==> src/verilog/scbc_pkg.sv <==
// shared constants for the signed compare and decimal convert datapath
package scbc_pkg;
   // ==========================================================
   // register byte offsets
   localparam logic [7:0] OFS_CTRL = 8'h00;
   localparam logic [7:0] OFS_OPA_LO = 8'h04;
   localparam logic [7:0] OFS_OPA_HI = 8'h08;
   localparam logic [7:0] OFS_OPB_LO = 8'h0c;
   localparam logic [7:0] OFS_OPB_HI = 8'h10;
   localparam logic [7:0] OFS_RES_LO = 8'h14;
   localparam logic [7:0] OFS_RES_HI = 8'h18;
   localparam logic [7:0] OFS_FLAGS = 8'h1c;
   localparam logic [7:0] OFS_IRQ_STAT = 8'h20;
   localparam logic [7:0] OFS_PTR = 8'h24;
   localparam logic [7:0] OFS_IRQ_MASK = 8'h28;
   // ==========================================================
   // control register fields
   localparam int CTRL_OP_LSB = 0;
   localparam int CTRL_EXEC_BIT = 4;
   localparam int CTRL_IND_BIT = 5;
   localparam int CTRL_GO_BIT = 7;
   localparam logic [1:0] OP_NONE = 2'h0;
   localparam logic [1:0] OP_CMP = 2'h1;
   localparam logic [1:0] OP_CVT_WORD = 2'h2;
   localparam logic [1:0] OP_CVT_LONG = 2'h3;
   // ==========================================================
   // flag register fields
   localparam int FLG_ABOVE_BIT = 0;
   localparam int FLG_MATCH_BIT = 1;
   localparam int FLG_BELOW_BIT = 2;
   localparam int FLG_FAULT_BIT = 3;
   localparam int FLG_BUSY_BIT = 4;
   // ==========================================================
   // interrupt status fields
   localparam int IRQ_DONE_BIT = 0;
   localparam int IRQ_FAULT_BIT = 1;
   localparam logic [1:0] IRQ_MASK_RST = 2'h0;
   // ==========================================================
   // conversion lengths and bus answers
   localparam logic [3:0] DIGITS_WORD = 4'h4;
   localparam logic [3:0] DIGITS_LONG = 4'h8;
   localparam logic [1:0] RESP_OKAY = 2'h0;
   localparam logic [1:0] RESP_SLVERR = 2'h2;

   // true when every nibble is a decimal digit
   function automatic logic is_bcd16(input logic [15:0] v);
      logic ok;
      ok = 1'b1;
      for (int i = 0; i < 4; i++) begin
         if (v[4*i +: 4] > 4'h9) begin
            ok = 1'b0;
         end
      end
      return ok;
   endfunction : is_bcd16
endpackage : scbc_pkg

==> src/verilog/scbc_digit_conv.sv <==
// serial decimal-digit to binary converter, one digit per clock
module scbc_digit_conv (
   input wire logic clk,
   input wire logic rst,
   input wire logic start,
   input wire logic [3:0] ndigits,
   input wire logic [31:0] src,
   output logic done,
   output logic bad,
   output logic [31:0] value
);
   // ==========================================================
   // state
   typedef struct packed {
      logic [31:0] acc;
      logic [31:0] sh;
      logic [3:0] cnt;
      logic busy;
      logic bad;
      logic done;
   } scbc_dc_t;

   scbc_dc_t s_q, s_d;
   logic [3:0] nib;

   // ==========================================================
   // next state
   always_comb begin
      s_d = s_q;
      s_d.done = 1'b0;
      nib = s_q.sh[31:28];
      if (start) begin
         // short words are left aligned so the top digit goes first
         s_d.sh = (ndigits == scbc_pkg::DIGITS_WORD) ? {src[15:0], 16'h0000} : src;
         s_d.cnt = ndigits;
         s_d.acc = 32'h0000_0000;
         s_d.bad = 1'b0;
         s_d.busy = 1'b1;
      end else if (s_q.busy) begin
         if (nib > 4'h9) begin
            s_d.bad = 1'b1;
         end
         s_d.acc = (s_q.acc << 3) + (s_q.acc << 1) + {28'h0, nib};
         s_d.sh = {s_q.sh[27:0], 4'h0};
         s_d.cnt = s_q.cnt - 4'h1;
         if (s_q.cnt == 4'h1) begin
            s_d.busy = 1'b0;
            s_d.done = 1'b1;
         end
      end
   end

   always_ff @(posedge clk or posedge rst) begin
      if (rst) begin
         s_q <= '0;
      end else begin
         s_q <= s_d;
      end
   end

   assign done = s_q.done;
   assign bad = s_q.bad;
   assign value = s_q.acc;
endmodule : scbc_digit_conv

==> src/verilog/scbc_top.sv <==
// signed long compare and decimal-to-binary conversion unit, AXI4-Lite slave
// Operation
// - the compare takes each operand as a 32-bit two's complement value, high word upper.
// - a smaller first operand sets the below flag and clears match and above.
// - a larger first operand sets the above flag and clears match and below.
// - an indirect pointer that is not decimal or past the area end sets the fault flag.
// - with the execution condition false no instruction changes any flag or word.
// - the word conversion turns four decimal digits into the equal binary result word.
// - the word conversion faults on any non-decimal digit.
// - the long conversion turns eight decimal digits from two words into a 32-bit result.
// - the long conversion faults on any non-decimal digit in either word.
// - both conversions set match on a zero result and clear it on a nonzero one; a faulting conversion leaves match unchanged.
// - conversions write only the result words and never the sources.
module scbc_top #(
   parameter logic [15:0] AREA_LAST_BCD = 16'h9999
) (
   input wire logic clk,
   input wire logic rst,
   input wire logic [7:0] s_axi_awaddr,
   input wire logic s_axi_awvalid,
   output logic s_axi_awready,
   input wire logic [31:0] s_axi_wdata,
   input wire logic [3:0] s_axi_wstrb,
   input wire logic s_axi_wvalid,
   output logic s_axi_wready,
   output logic [1:0] s_axi_bresp,
   output logic s_axi_bvalid,
   input wire logic s_axi_bready,
   input wire logic [7:0] s_axi_araddr,
   input wire logic s_axi_arvalid,
   output logic s_axi_arready,
   output logic [31:0] s_axi_rdata,
   output logic [1:0] s_axi_rresp,
   output logic s_axi_rvalid,
   input wire logic s_axi_rready,
   output logic irq
);
   // ==========================================================
   // elaboration checks
   // the area end is compared digit-wise, so it must be decimal
   if (!scbc_pkg::is_bcd16(AREA_LAST_BCD)) begin : g_bad_area
      $error("AREA_LAST_BCD must hold decimal digits only");
   end

   // ==========================================================
   // state
   typedef enum logic [1:0] {
      SCBC_IDLE = 2'b01,
      SCBC_CONV = 2'b10
   } scbc_state_t;

   typedef struct packed {
      scbc_state_t st;
      logic [1:0] op;
      logic [15:0] opa_lo;
      logic [15:0] opa_hi;
      logic [15:0] opb_lo;
      logic [15:0] opb_hi;
      logic [15:0] ptr;
      logic [15:0] res_lo;
      logic [15:0] res_hi;
      logic above;
      logic match;
      logic below;
      logic fault;
      logic [1:0] irq_stat;
      logic [1:0] irq_mask;
      logic irq;
      logic aw_held;
      logic [7:0] awaddr;
      logic w_held;
      logic [31:0] wdata;
      logic [3:0] wstrb;
      logic awready;
      logic wready;
      logic bvalid;
      logic [1:0] bresp;
      logic arready;
      logic rvalid;
      logic [31:0] rdata;
      logic [1:0] rresp;
   } scbc_regs_t;

   scbc_regs_t r_q, r_d;
   logic cv_start;
   logic [3:0] cv_ndigits;
   logic cv_done;
   logic cv_bad;
   logic [31:0] cv_value;

   // ==========================================================
   // converter
   scbc_digit_conv u_conv (
      .clk(clk),
      .rst(rst),
      .start(cv_start),
      .ndigits(cv_ndigits),
      .src({r_q.opa_hi, r_q.opa_lo}),
      .done(cv_done),
      .bad(cv_bad),
      .value(cv_value)
   );

   // ==========================================================
   // next state
   function automatic logic [15:0] merge16(input logic [15:0] old, input logic [31:0] wd,
                                           input logic [3:0] be);
      // upper bytes of the bus word are ignored, registers are 16 bits
      logic [15:0] v;
      v = old;
      if (be[0]) begin
         v[7:0] = wd[7:0];
      end
      if (be[1]) begin
         v[15:8] = wd[15:8];
      end
      return v;
   endfunction : merge16

   logic do_write;
   logic do_read;
   logic map_ok;
   logic go;
   logic ptr_fault;
   logic [1:0] ev;
   logic [1:0] go_op;
   logic go_exec;
   logic signed [31:0] cmp_a;
   logic signed [31:0] cmp_b;

   always_comb begin
      r_d = r_q;
      ev = 2'b00;
      cv_start = 1'b0;
      cv_ndigits = scbc_pkg::DIGITS_LONG;
      go = 1'b0;
      map_ok = 1'b1;
      go_op = r_q.wdata[scbc_pkg::CTRL_OP_LSB +: 2];
      go_exec = r_q.wdata[scbc_pkg::CTRL_EXEC_BIT];
      // both halves joined, compared as signed
      cmp_a = {r_q.opa_hi, r_q.opa_lo};
      cmp_b = {r_q.opb_hi, r_q.opb_lo};
      ptr_fault = r_q.wdata[scbc_pkg::CTRL_IND_BIT] &&
                  (!scbc_pkg::is_bcd16(r_q.ptr) || (r_q.ptr > AREA_LAST_BCD));

      // ========================================================
      // bus handshakes
      // address and data are taken in either order
      if (s_axi_awvalid && r_q.awready) begin
         r_d.aw_held = 1'b1;
         r_d.awaddr = s_axi_awaddr;
      end
      if (s_axi_wvalid && r_q.wready) begin
         r_d.w_held = 1'b1;
         r_d.wdata = s_axi_wdata;
         r_d.wstrb = s_axi_wstrb;
      end
      if (r_q.bvalid && s_axi_bready) begin
         r_d.bvalid = 1'b0;
      end
      if (r_q.rvalid && s_axi_rready) begin
         r_d.rvalid = 1'b0;
      end
      do_write = r_q.aw_held && r_q.w_held && !r_q.bvalid;
      do_read = s_axi_arvalid && r_q.arready;

      // ========================================================
      // register writes
      if (do_write) begin
         r_d.aw_held = 1'b0;
         r_d.w_held = 1'b0;
         r_d.bvalid = 1'b1;
         unique case (r_q.awaddr)
            scbc_pkg::OFS_CTRL: go = r_q.wstrb[0] && r_q.wdata[scbc_pkg::CTRL_GO_BIT];
            scbc_pkg::OFS_OPA_LO: r_d.opa_lo = merge16(r_q.opa_lo, r_q.wdata, r_q.wstrb);
            scbc_pkg::OFS_OPA_HI: r_d.opa_hi = merge16(r_q.opa_hi, r_q.wdata, r_q.wstrb);
            scbc_pkg::OFS_OPB_LO: r_d.opb_lo = merge16(r_q.opb_lo, r_q.wdata, r_q.wstrb);
            scbc_pkg::OFS_OPB_HI: r_d.opb_hi = merge16(r_q.opb_hi, r_q.wdata, r_q.wstrb);
            scbc_pkg::OFS_PTR: r_d.ptr = merge16(r_q.ptr, r_q.wdata, r_q.wstrb);
            scbc_pkg::OFS_IRQ_MASK: begin
               if (r_q.wstrb[0]) begin
                  r_d.irq_mask = r_q.wdata[1:0];
               end
            end
            scbc_pkg::OFS_RES_LO, scbc_pkg::OFS_RES_HI, scbc_pkg::OFS_FLAGS,
            scbc_pkg::OFS_IRQ_STAT: map_ok = 1'b1;
            default: map_ok = 1'b0;
         endcase
         r_d.bresp = map_ok ? scbc_pkg::RESP_OKAY : scbc_pkg::RESP_SLVERR;
      end

      // ========================================================
      // instruction launch; a launch while busy is dropped
      if (go && r_q.st == SCBC_IDLE && go_exec && go_op != scbc_pkg::OP_NONE) begin
         r_d.op = go_op;
         // the pointer fault stops the launch, so no result word moves
         if (ptr_fault) begin
            r_d.fault = 1'b1;
            ev = 2'b11;
         end else if (go_op == scbc_pkg::OP_CMP) begin
            r_d.fault = 1'b0;
            r_d.above = cmp_a > cmp_b;
            r_d.match = cmp_a == cmp_b;
            r_d.below = cmp_a < cmp_b;
            ev[scbc_pkg::IRQ_DONE_BIT] = 1'b1;
         end else begin
            cv_start = 1'b1;
            cv_ndigits = (go_op == scbc_pkg::OP_CVT_WORD) ? scbc_pkg::DIGITS_WORD
                                                          : scbc_pkg::DIGITS_LONG;
            r_d.st = SCBC_CONV;
         end
      end

      // ========================================================
      // conversion completion; sources are never touched here
      if (r_q.st == SCBC_CONV && cv_done) begin
         r_d.st = SCBC_IDLE;
         ev[scbc_pkg::IRQ_DONE_BIT] = 1'b1;
         if (cv_bad) begin
            r_d.fault = 1'b1;
            ev[scbc_pkg::IRQ_FAULT_BIT] = 1'b1;
         end else begin
            r_d.fault = 1'b0;
            r_d.res_lo = cv_value[15:0];
            if (r_q.op == scbc_pkg::OP_CVT_LONG) begin
               r_d.res_hi = cv_value[31:16];
            end
            // match is the only compare flag a conversion touches
            r_d.match = cv_value == 32'h0000_0000;
         end
      end

      // ========================================================
      // register reads; status read clears, a same-cycle event survives
      if (do_read) begin
         r_d.rvalid = 1'b1;
         r_d.rresp = scbc_pkg::RESP_OKAY;
         r_d.rdata = 32'h0000_0000;
         unique case (s_axi_araddr)
            scbc_pkg::OFS_CTRL: r_d.rdata = {30'h0, r_q.op};
            scbc_pkg::OFS_OPA_LO: r_d.rdata = {16'h0000, r_q.opa_lo};
            scbc_pkg::OFS_OPA_HI: r_d.rdata = {16'h0000, r_q.opa_hi};
            scbc_pkg::OFS_OPB_LO: r_d.rdata = {16'h0000, r_q.opb_lo};
            scbc_pkg::OFS_OPB_HI: r_d.rdata = {16'h0000, r_q.opb_hi};
            scbc_pkg::OFS_RES_LO: r_d.rdata = {16'h0000, r_q.res_lo};
            scbc_pkg::OFS_RES_HI: r_d.rdata = {16'h0000, r_q.res_hi};
            scbc_pkg::OFS_PTR: r_d.rdata = {16'h0000, r_q.ptr};
            scbc_pkg::OFS_FLAGS: begin
               r_d.rdata[scbc_pkg::FLG_ABOVE_BIT] = r_q.above;
               r_d.rdata[scbc_pkg::FLG_MATCH_BIT] = r_q.match;
               r_d.rdata[scbc_pkg::FLG_BELOW_BIT] = r_q.below;
               r_d.rdata[scbc_pkg::FLG_FAULT_BIT] = r_q.fault;
               r_d.rdata[scbc_pkg::FLG_BUSY_BIT] = r_q.st == SCBC_CONV;
            end
            scbc_pkg::OFS_IRQ_STAT: begin
               r_d.rdata = {30'h0, r_q.irq_stat};
               r_d.irq_stat = 2'b00;
            end
            scbc_pkg::OFS_IRQ_MASK: r_d.rdata = {30'h0, r_q.irq_mask};
            default: r_d.rresp = scbc_pkg::RESP_SLVERR;
         endcase
      end
      r_d.irq_stat = r_d.irq_stat | ev;

      // ========================================================
      // ready flags
      // registered so every output comes from a flop; both stay low while
      // a write answer waits, so no second write is taken behind it
      r_d.awready = !r_d.aw_held && !r_d.bvalid && !(r_q.awready && s_axi_awvalid);
      r_d.wready = !r_d.w_held && !r_d.bvalid && !(r_q.wready && s_axi_wvalid);
      r_d.arready = !r_d.rvalid && !do_read;
      r_d.irq = |(r_d.irq_stat & r_d.irq_mask);
   end

   // ==========================================================
   // registers
   always_ff @(posedge clk or posedge rst) begin
      if (rst) begin
         r_q <= '0;
         r_q.st <= SCBC_IDLE;
         r_q.irq_mask <= scbc_pkg::IRQ_MASK_RST;
      end else begin
         r_q <= r_d;
      end
   end

   // ==========================================================
   // outputs
   // plain wires from the state flops
   assign s_axi_awready = r_q.awready;
   assign s_axi_wready = r_q.wready;
   assign s_axi_bvalid = r_q.bvalid;
   assign s_axi_bresp = r_q.bresp;
   assign s_axi_arready = r_q.arready;
   assign s_axi_rvalid = r_q.rvalid;
   assign s_axi_rdata = r_q.rdata;
   assign s_axi_rresp = r_q.rresp;
   assign irq = r_q.irq;
endmodule : scbc_top

==> config.mk <==
export PLATFORM = sky130hd
export DESIGN_NAME = scbc_top
export DESIGN_NICKNAME = d
export VERILOG_FILES = /design/src/verilog/scbc_pkg.sv /design/src/verilog/scbc_digit_conv.sv /design/src/verilog/scbc_top.sv
export SDC_FILE = /design/constraint.sdc
export NUM_CORES = 1
export LEC_CHECK = 0
export BUFFER_PORTS_ARGS = -buffer_cell sky130_fd_sc_hd__buf_4
export CAP_MARGIN = 15
export CORE_MARGIN = 1.5
export CORE_UTILIZATION = 50
export DETAILED_ROUTE_END_ITERATION = 10
export GPL_TIMING_DRIVEN = 0
export PLACE_DENSITY = 0.8
export SLEW_MARGIN = 40
export SYNTH_ARGS = -nofsm -noshare
export SYNTH_HDL_FRONTEND = slang
export SYNTH_SLANG_ARGS = --single-unit
export TNS_END_PERCENT = 30
==> constraint.sdc <==
create_clock -name clk -period 8.4 [get_ports clk]
set_clock_uncertainty 0.05 [all_clocks]
set_input_delay 0.42 -clock clk [delete_from_list [all_inputs] [get_ports clk]]
set_output_delay 0.42 -clock clk [all_outputs]
set_load 0.05 [all_outputs]
Word-level counts from Yosys, hierarchy flattened
Cells that the tools add are included.

Flip-flop bits (word level): 283.

Muxes and demuxes: 57. Bitwise operators: 4. Order comparisons: 8. Equal/unequal tests: 30. Reductions and logical operators: 55. Add/subtract/negate cells: 3.

Operators with widths (number): $pmux W11 S7 (1); $mux W71 (1); $mux W70 (1); $eq A8 B5 Y1 const B (8); $pmux W5 S11 (1); $eq A8 B6 Y1 const B (6); $reduce_and A3 Y1 (13); $mux W37 (1); $mux W35 (1); $add A32 B32 Y32 (1); $add A32 B4 Y32 (1); $eq A32 B32 Y1 (1); $eq A8 B4 Y1 const B (4); $gt A32 B32 Y1 (1); $logic_not A32 Y1 (1); $lt A32 B32 Y1 (1); $mux W32 (1); $mux W1 (28); $mux W2 (13); $reduce_or A11 Y1 (2); $gt A4 B4 Y1 const B (5); $mux W4 (5); $logic_and A1 B1 Y1 (18); $eq A8 B3 Y1 const B (2); other kinds (19) (40).

Logic depth before layout (Yosys ltp)
Depth in word-level cells: 15. Gate-level depth with buffers: 12. Mapped depth without buffers: 12.

Cells and area by module
From an unflattened synthesis, not the netlist that was laid out.

Cell total of the unflattened synthesis: 1387. Area total of the unflattened synthesis: 14407.6 um^2.

By module, submodules not included: scbc_top (instances 1, cells an instance 785, area each 8993.6 um^2, seq. area each 4405.5 um^2); scbc_digit_conv (instances 1, cells an instance 602, area each 5413.9 um^2, seq. area each 1776.7 um^2).

Worst setup path before layout
No wires, ideal clock.

Path kind: reg2reg. Start point: register u_conv.s_q, in the netlist u_conv.value[0]. End point: register u_conv.s_q, in the netlist u_conv.value[16]. Arrival: 2939 ps. Cell stages (with the launch flop): 13. Clock period less this slack: 3075 ps. Slack: 5325 ps. Setup time: 86 ps. Path through: dfrtp_1 > inv_1 > fa_1 > inv_1 > fa_1 > a21oi_1 > nor2_1 > a211oi_1 > o21ai_0 > a211oi_1 > o31ai_1 > and3_1 > nor3_1.

Longest elaborated chain between the ends: 4.

Ends and longest elaborated chain: from (decl) (RTL line scbc_digit_conv.sv:23) `scbc_dc_t s_q, s_d;`; from (signal assigned) (RTL line scbc_digit_conv.sv:55) `s_q <= '0;`; from (signal assigned) (RTL line scbc_digit_conv.sv:57) `s_q <= s_d;`; $add A32 B32 Y32 (RTL line scbc_digit_conv.sv:43) `s_d.acc = (s_q.acc << 3) + (s_q.acc << 1) + {28'h0, nib};`; $add A32 B4 Y32 (RTL line scbc_digit_conv.sv:43); $mux W71 (RTL line scbc_digit_conv.sv:39) `end else if (s_q.busy) begin`; $mux W70 (RTL line scbc_digit_conv.sv:32) `if (start) begin`.

Every way passes these cells. The select of a mux whose other input is x is not followed. A chain may end at the register's enable or synchronous reset.

Worst setup path after layout
Start point: register u_conv.s_q, in the netlist u_conv.value[2]. End point: register u_conv.s_q, in the netlist u_conv.value[16].

The elaborated chain is that of the path after synthesis.

==> impl_metrics.json <==
{
  "outcome": "completed",
  "dpl_cell_area_sq_um": 14500,
  "diodes": 0,
  "cp_max_fo": 5,
  "dieArea_sq_um": 27900,
  "clk_latency_ns": 0.54,
  "synth_top_area_share_pct": 45.8,
  "root_buffer": "clkbuf_16",
  "reg2reg_setup_slack_ns": 4.75,
  "finalInstanceArea_sq_um": 15400,
  "syn_inst": 1263,
  "yosys_warnings": 0,
  "grt_overflow": 0,
  "die_h_um": 167,
  "post-synth-top-count-cell": "dfrtp_1",
  "grt_util_met3_pct": 4.49,
  "cp.required_ns": 8.81,
  "worstSetupEndpointType": "flip-flop",
  "drive_above_1_share_pct": 22.2,
  "rows": 59,
  "yosysSeqAreaShare_pct": 46.0,
  "period_share_pct": 43.5,
  "clk_path_buf_depth": 3,
  "path_class": "reg2reg",
  "hpwlAfterDp_um": 26900,
  "core_sq_um": 26200,
  "path_buf_inv": 2,
  "ys_top_cells_by_count": "dfrtp_1, mux2_2, nand2_1",
  "ys_ff_latch": 247,
  "ir_drop_uv": 290,
  "hold_viol": 0,
  "slew_headroom_pct": 42.6,
  "fmax_mhz": 274,
  "grt_util_met1_pct": 35.0,
  "dieWidth_um": 167,
  "ioPinCount": 101,
  "slowest_stage": "fa_1",
  "yosysTopAreaCell": "dfrtp_1",
  "drc_errors": 0,
  "routabilityCongestion": 0.932,
  "cts_tree": "built",
  "numCtsBuffers": 26,
  "top_usage_layer": "met2",
  "ant_nets": 0,
  "ys.flop_type": "dfrtp_1",
  "cp_data_arrival_time_ns": 4.06,
  "area_growth_pct": 14.8,
  "pre_cts_ws_ns": 4.83,
  "whs_ns": 0.0404,
  "async_flop_share_pct": 100,
  "max_stage_delay_ns": 0.52,
  "cts_sinks": 247,
  "crit_family": "compound AO/OA/AOI/OAI gates",
  "hold_class": "in2reg",
  "setup_ws_ns": 4.75,
  "h-tree-depth": 1,
  "nets": 1529,
  "initial_utilization_pct": 51.3,
  "synth_edf_count": 0,
  "portBuffers": 64,
  "track_usage_pct": 26.2,
  "viasPerCell": 6.13,
  "finalSetupViolCount": 0,
  "slew_violations": 0,
  "drt-total-wl_um": 36200,
  "grt_pass1_wl_um": 57700,
  "clkTransAtPathRegs_ns": 0.07,
  "rsz0062_at_grt": "false",
  "num_vias": 10600,
  "fin_total_pwr_mw": 3.43,
  "drt_iter0_drc": 1304,
  "synth_area_sq_um": 13500,
  "grt_max_degree": 80,
  "cap_violations": 0,
  "ys_types": 69,
  "synth.top_cells.by_area": "dfrtp_1, mux2_2, ha_1",
  "crit_path_start_kind": "flip-flop",
  "worst_slew_pin_slew_ns": 0.849,
  "detail_route.wl_per_cell_um": 20.9,
  "leakagePower_nw": 7.52,
  "fillers": 2120,
  "drtPass1Iterations": 8,
  "cp_cell_sequence": "inv_1, fa_1, inv_1, fa_1, a21oi_1, nor2_1, a211oi_1, o21ai_0, a211oi_1, o31ai_1, and3_1, nor3_1",
  "grt_pass1_vias": 10700,
  "antenna_found_initial": 0,
  "post_cts_resize_count": 0,
  "power_density_nw_per_um2": 222,
  "avgSynthCellArea_sq_um": 10.7,
  "period_needed_ns": 3.65,
  "use_met2_pct": 42.8
}
-- repair_timing --
action | in CTS | in global routing
hold endpoints to repair | 49 | 0
hold buffers | 1 | 0
buffers inserted | 0 | 0
setup endpoints to repair | 0 | 0
-- through the flow --
stage | setup TNS [ns] | utilization (%) | instances
global placement | -360.23 | 55.0 | 1679
detailed placement | 0 | 55.4 | 1682
finish | 0 | 58.9 | 1730
global route | 0 | 58.9 | 1730
CTS | 0 | 58.9 | 1730
floorplan | 0 | - | 1280
-- power breakdown --
group	internal, mW	switching (mW)
clock network	0.749	0.487
registers	1.32	0.165
logic	0.292	0.412
total	2.36	1.06
-- worst register-to-register path, stage by stage, from the launching register on --
cell and delay [ns]:
dfrtp_1 0.51, inv_1 0.12, fa_1 0.52, inv_1 0.07
fa_1 0.46, a21oi_1 0.24, nor2_1 0.11, a211oi_1 0.36
o21ai_0 0.25, a211oi_1 0.35, o31ai_1 0.16, and3_1 0.20
nor3_1 0.17
-- routing by layer --
layer	up-vias	wire [um]	part of all wire [%]
met3	125	3100	8.6
met2	514	16800	46
met1	5189	14700	41
met5	-	0	0
li1	4782	-	-
met4	0	1610	4.4
-- registers in the layout, summed over array words and instances, names as in the netlist --
register       flops
u_conv.bad         1
s_axi_rdata       16
s_axi_bvalid       1
u_conv.value      32
irq                1
r_q               85
u_conv.done        1
s_axi_awready      1
s_axi_bresp        1
cmp_a             32
s_axi_arready      1
cmp_b             32
go_exec            1
u_conv.nib         4
s_axi_wready       1
go_op              2
u_conv.s_q        33
s_axi_rresp        1
s_axi_rvalid       1
-- final timing paths --
check,startpoint,depth (start not counted),end
worst max-delay path,u_conv.value[2],12,u_conv.value[16]
worst min-delay path,s_axi_rready,2,s_axi_rvalid
max in group asynchronous,rst,5,r_q[210]
worst min register to register,s_axi_rdata[3],1,s_axi_rdata[3]
min in group asynchronous,rst,3,u_conv.value[17]
worst max register to register,u_conv.value[2],12,u_conv.value[16]
-- layout by cell type (no fill, tap or decap), types with 14 or more instances in the layout --
master and n:
inv_1 68, mux2i_1 38, a221oi_1 31, mux2_2 123, nor2_1 84, o21ai_0 67, clkbuf_16 27, a31oi_1 16
dfrtp_1 246, buf_4 102, ha_1 92, clkbuf_1 29, a22o_1 18, nand2_1 95, a21o_1 22, xnor2_1 21
conb_1 18, buf_2 14, nand3_1 25, a21oi_1 64
-- layout make-up --
| class | count | area [sq um] | share of cell area [%] |
|---|---|---|---|
| Buffer | 82 | 469 | 3.04 |
| Tap cell | 335 | 419 | 2.71 |
| Clock buffer | 32 | 744 | 4.82 |
| Multi-Input combinational cell | 881 | 6600 | 42.8 |
| Timing Repair Buffer | 68 | 573 | 3.71 |
| Clock inverter | 15 | 181 | 1.17 |
| Sequential cell | 247 | 6180 | 40.0 |
| Inverter | 70 | 270 | 1.75 |
-- cell families (layout without fill, tap and decap cells) --
family,count (synthesis),after routing,share of synthesized area [%]
AOI/OAI and AO/OA,290,290,14.5
adders and majority gates,94,94,8.85
muxes,161,161,13.1
and+or+nand+nor,291,291,10.3
buffers and inverters,152,267,5.44
other,1,18,0.0279
xor gates and xnor gates,27,27,1.76
DFF,247,247,46.0
Note: power is estimated with default switching activity, not from simulation.
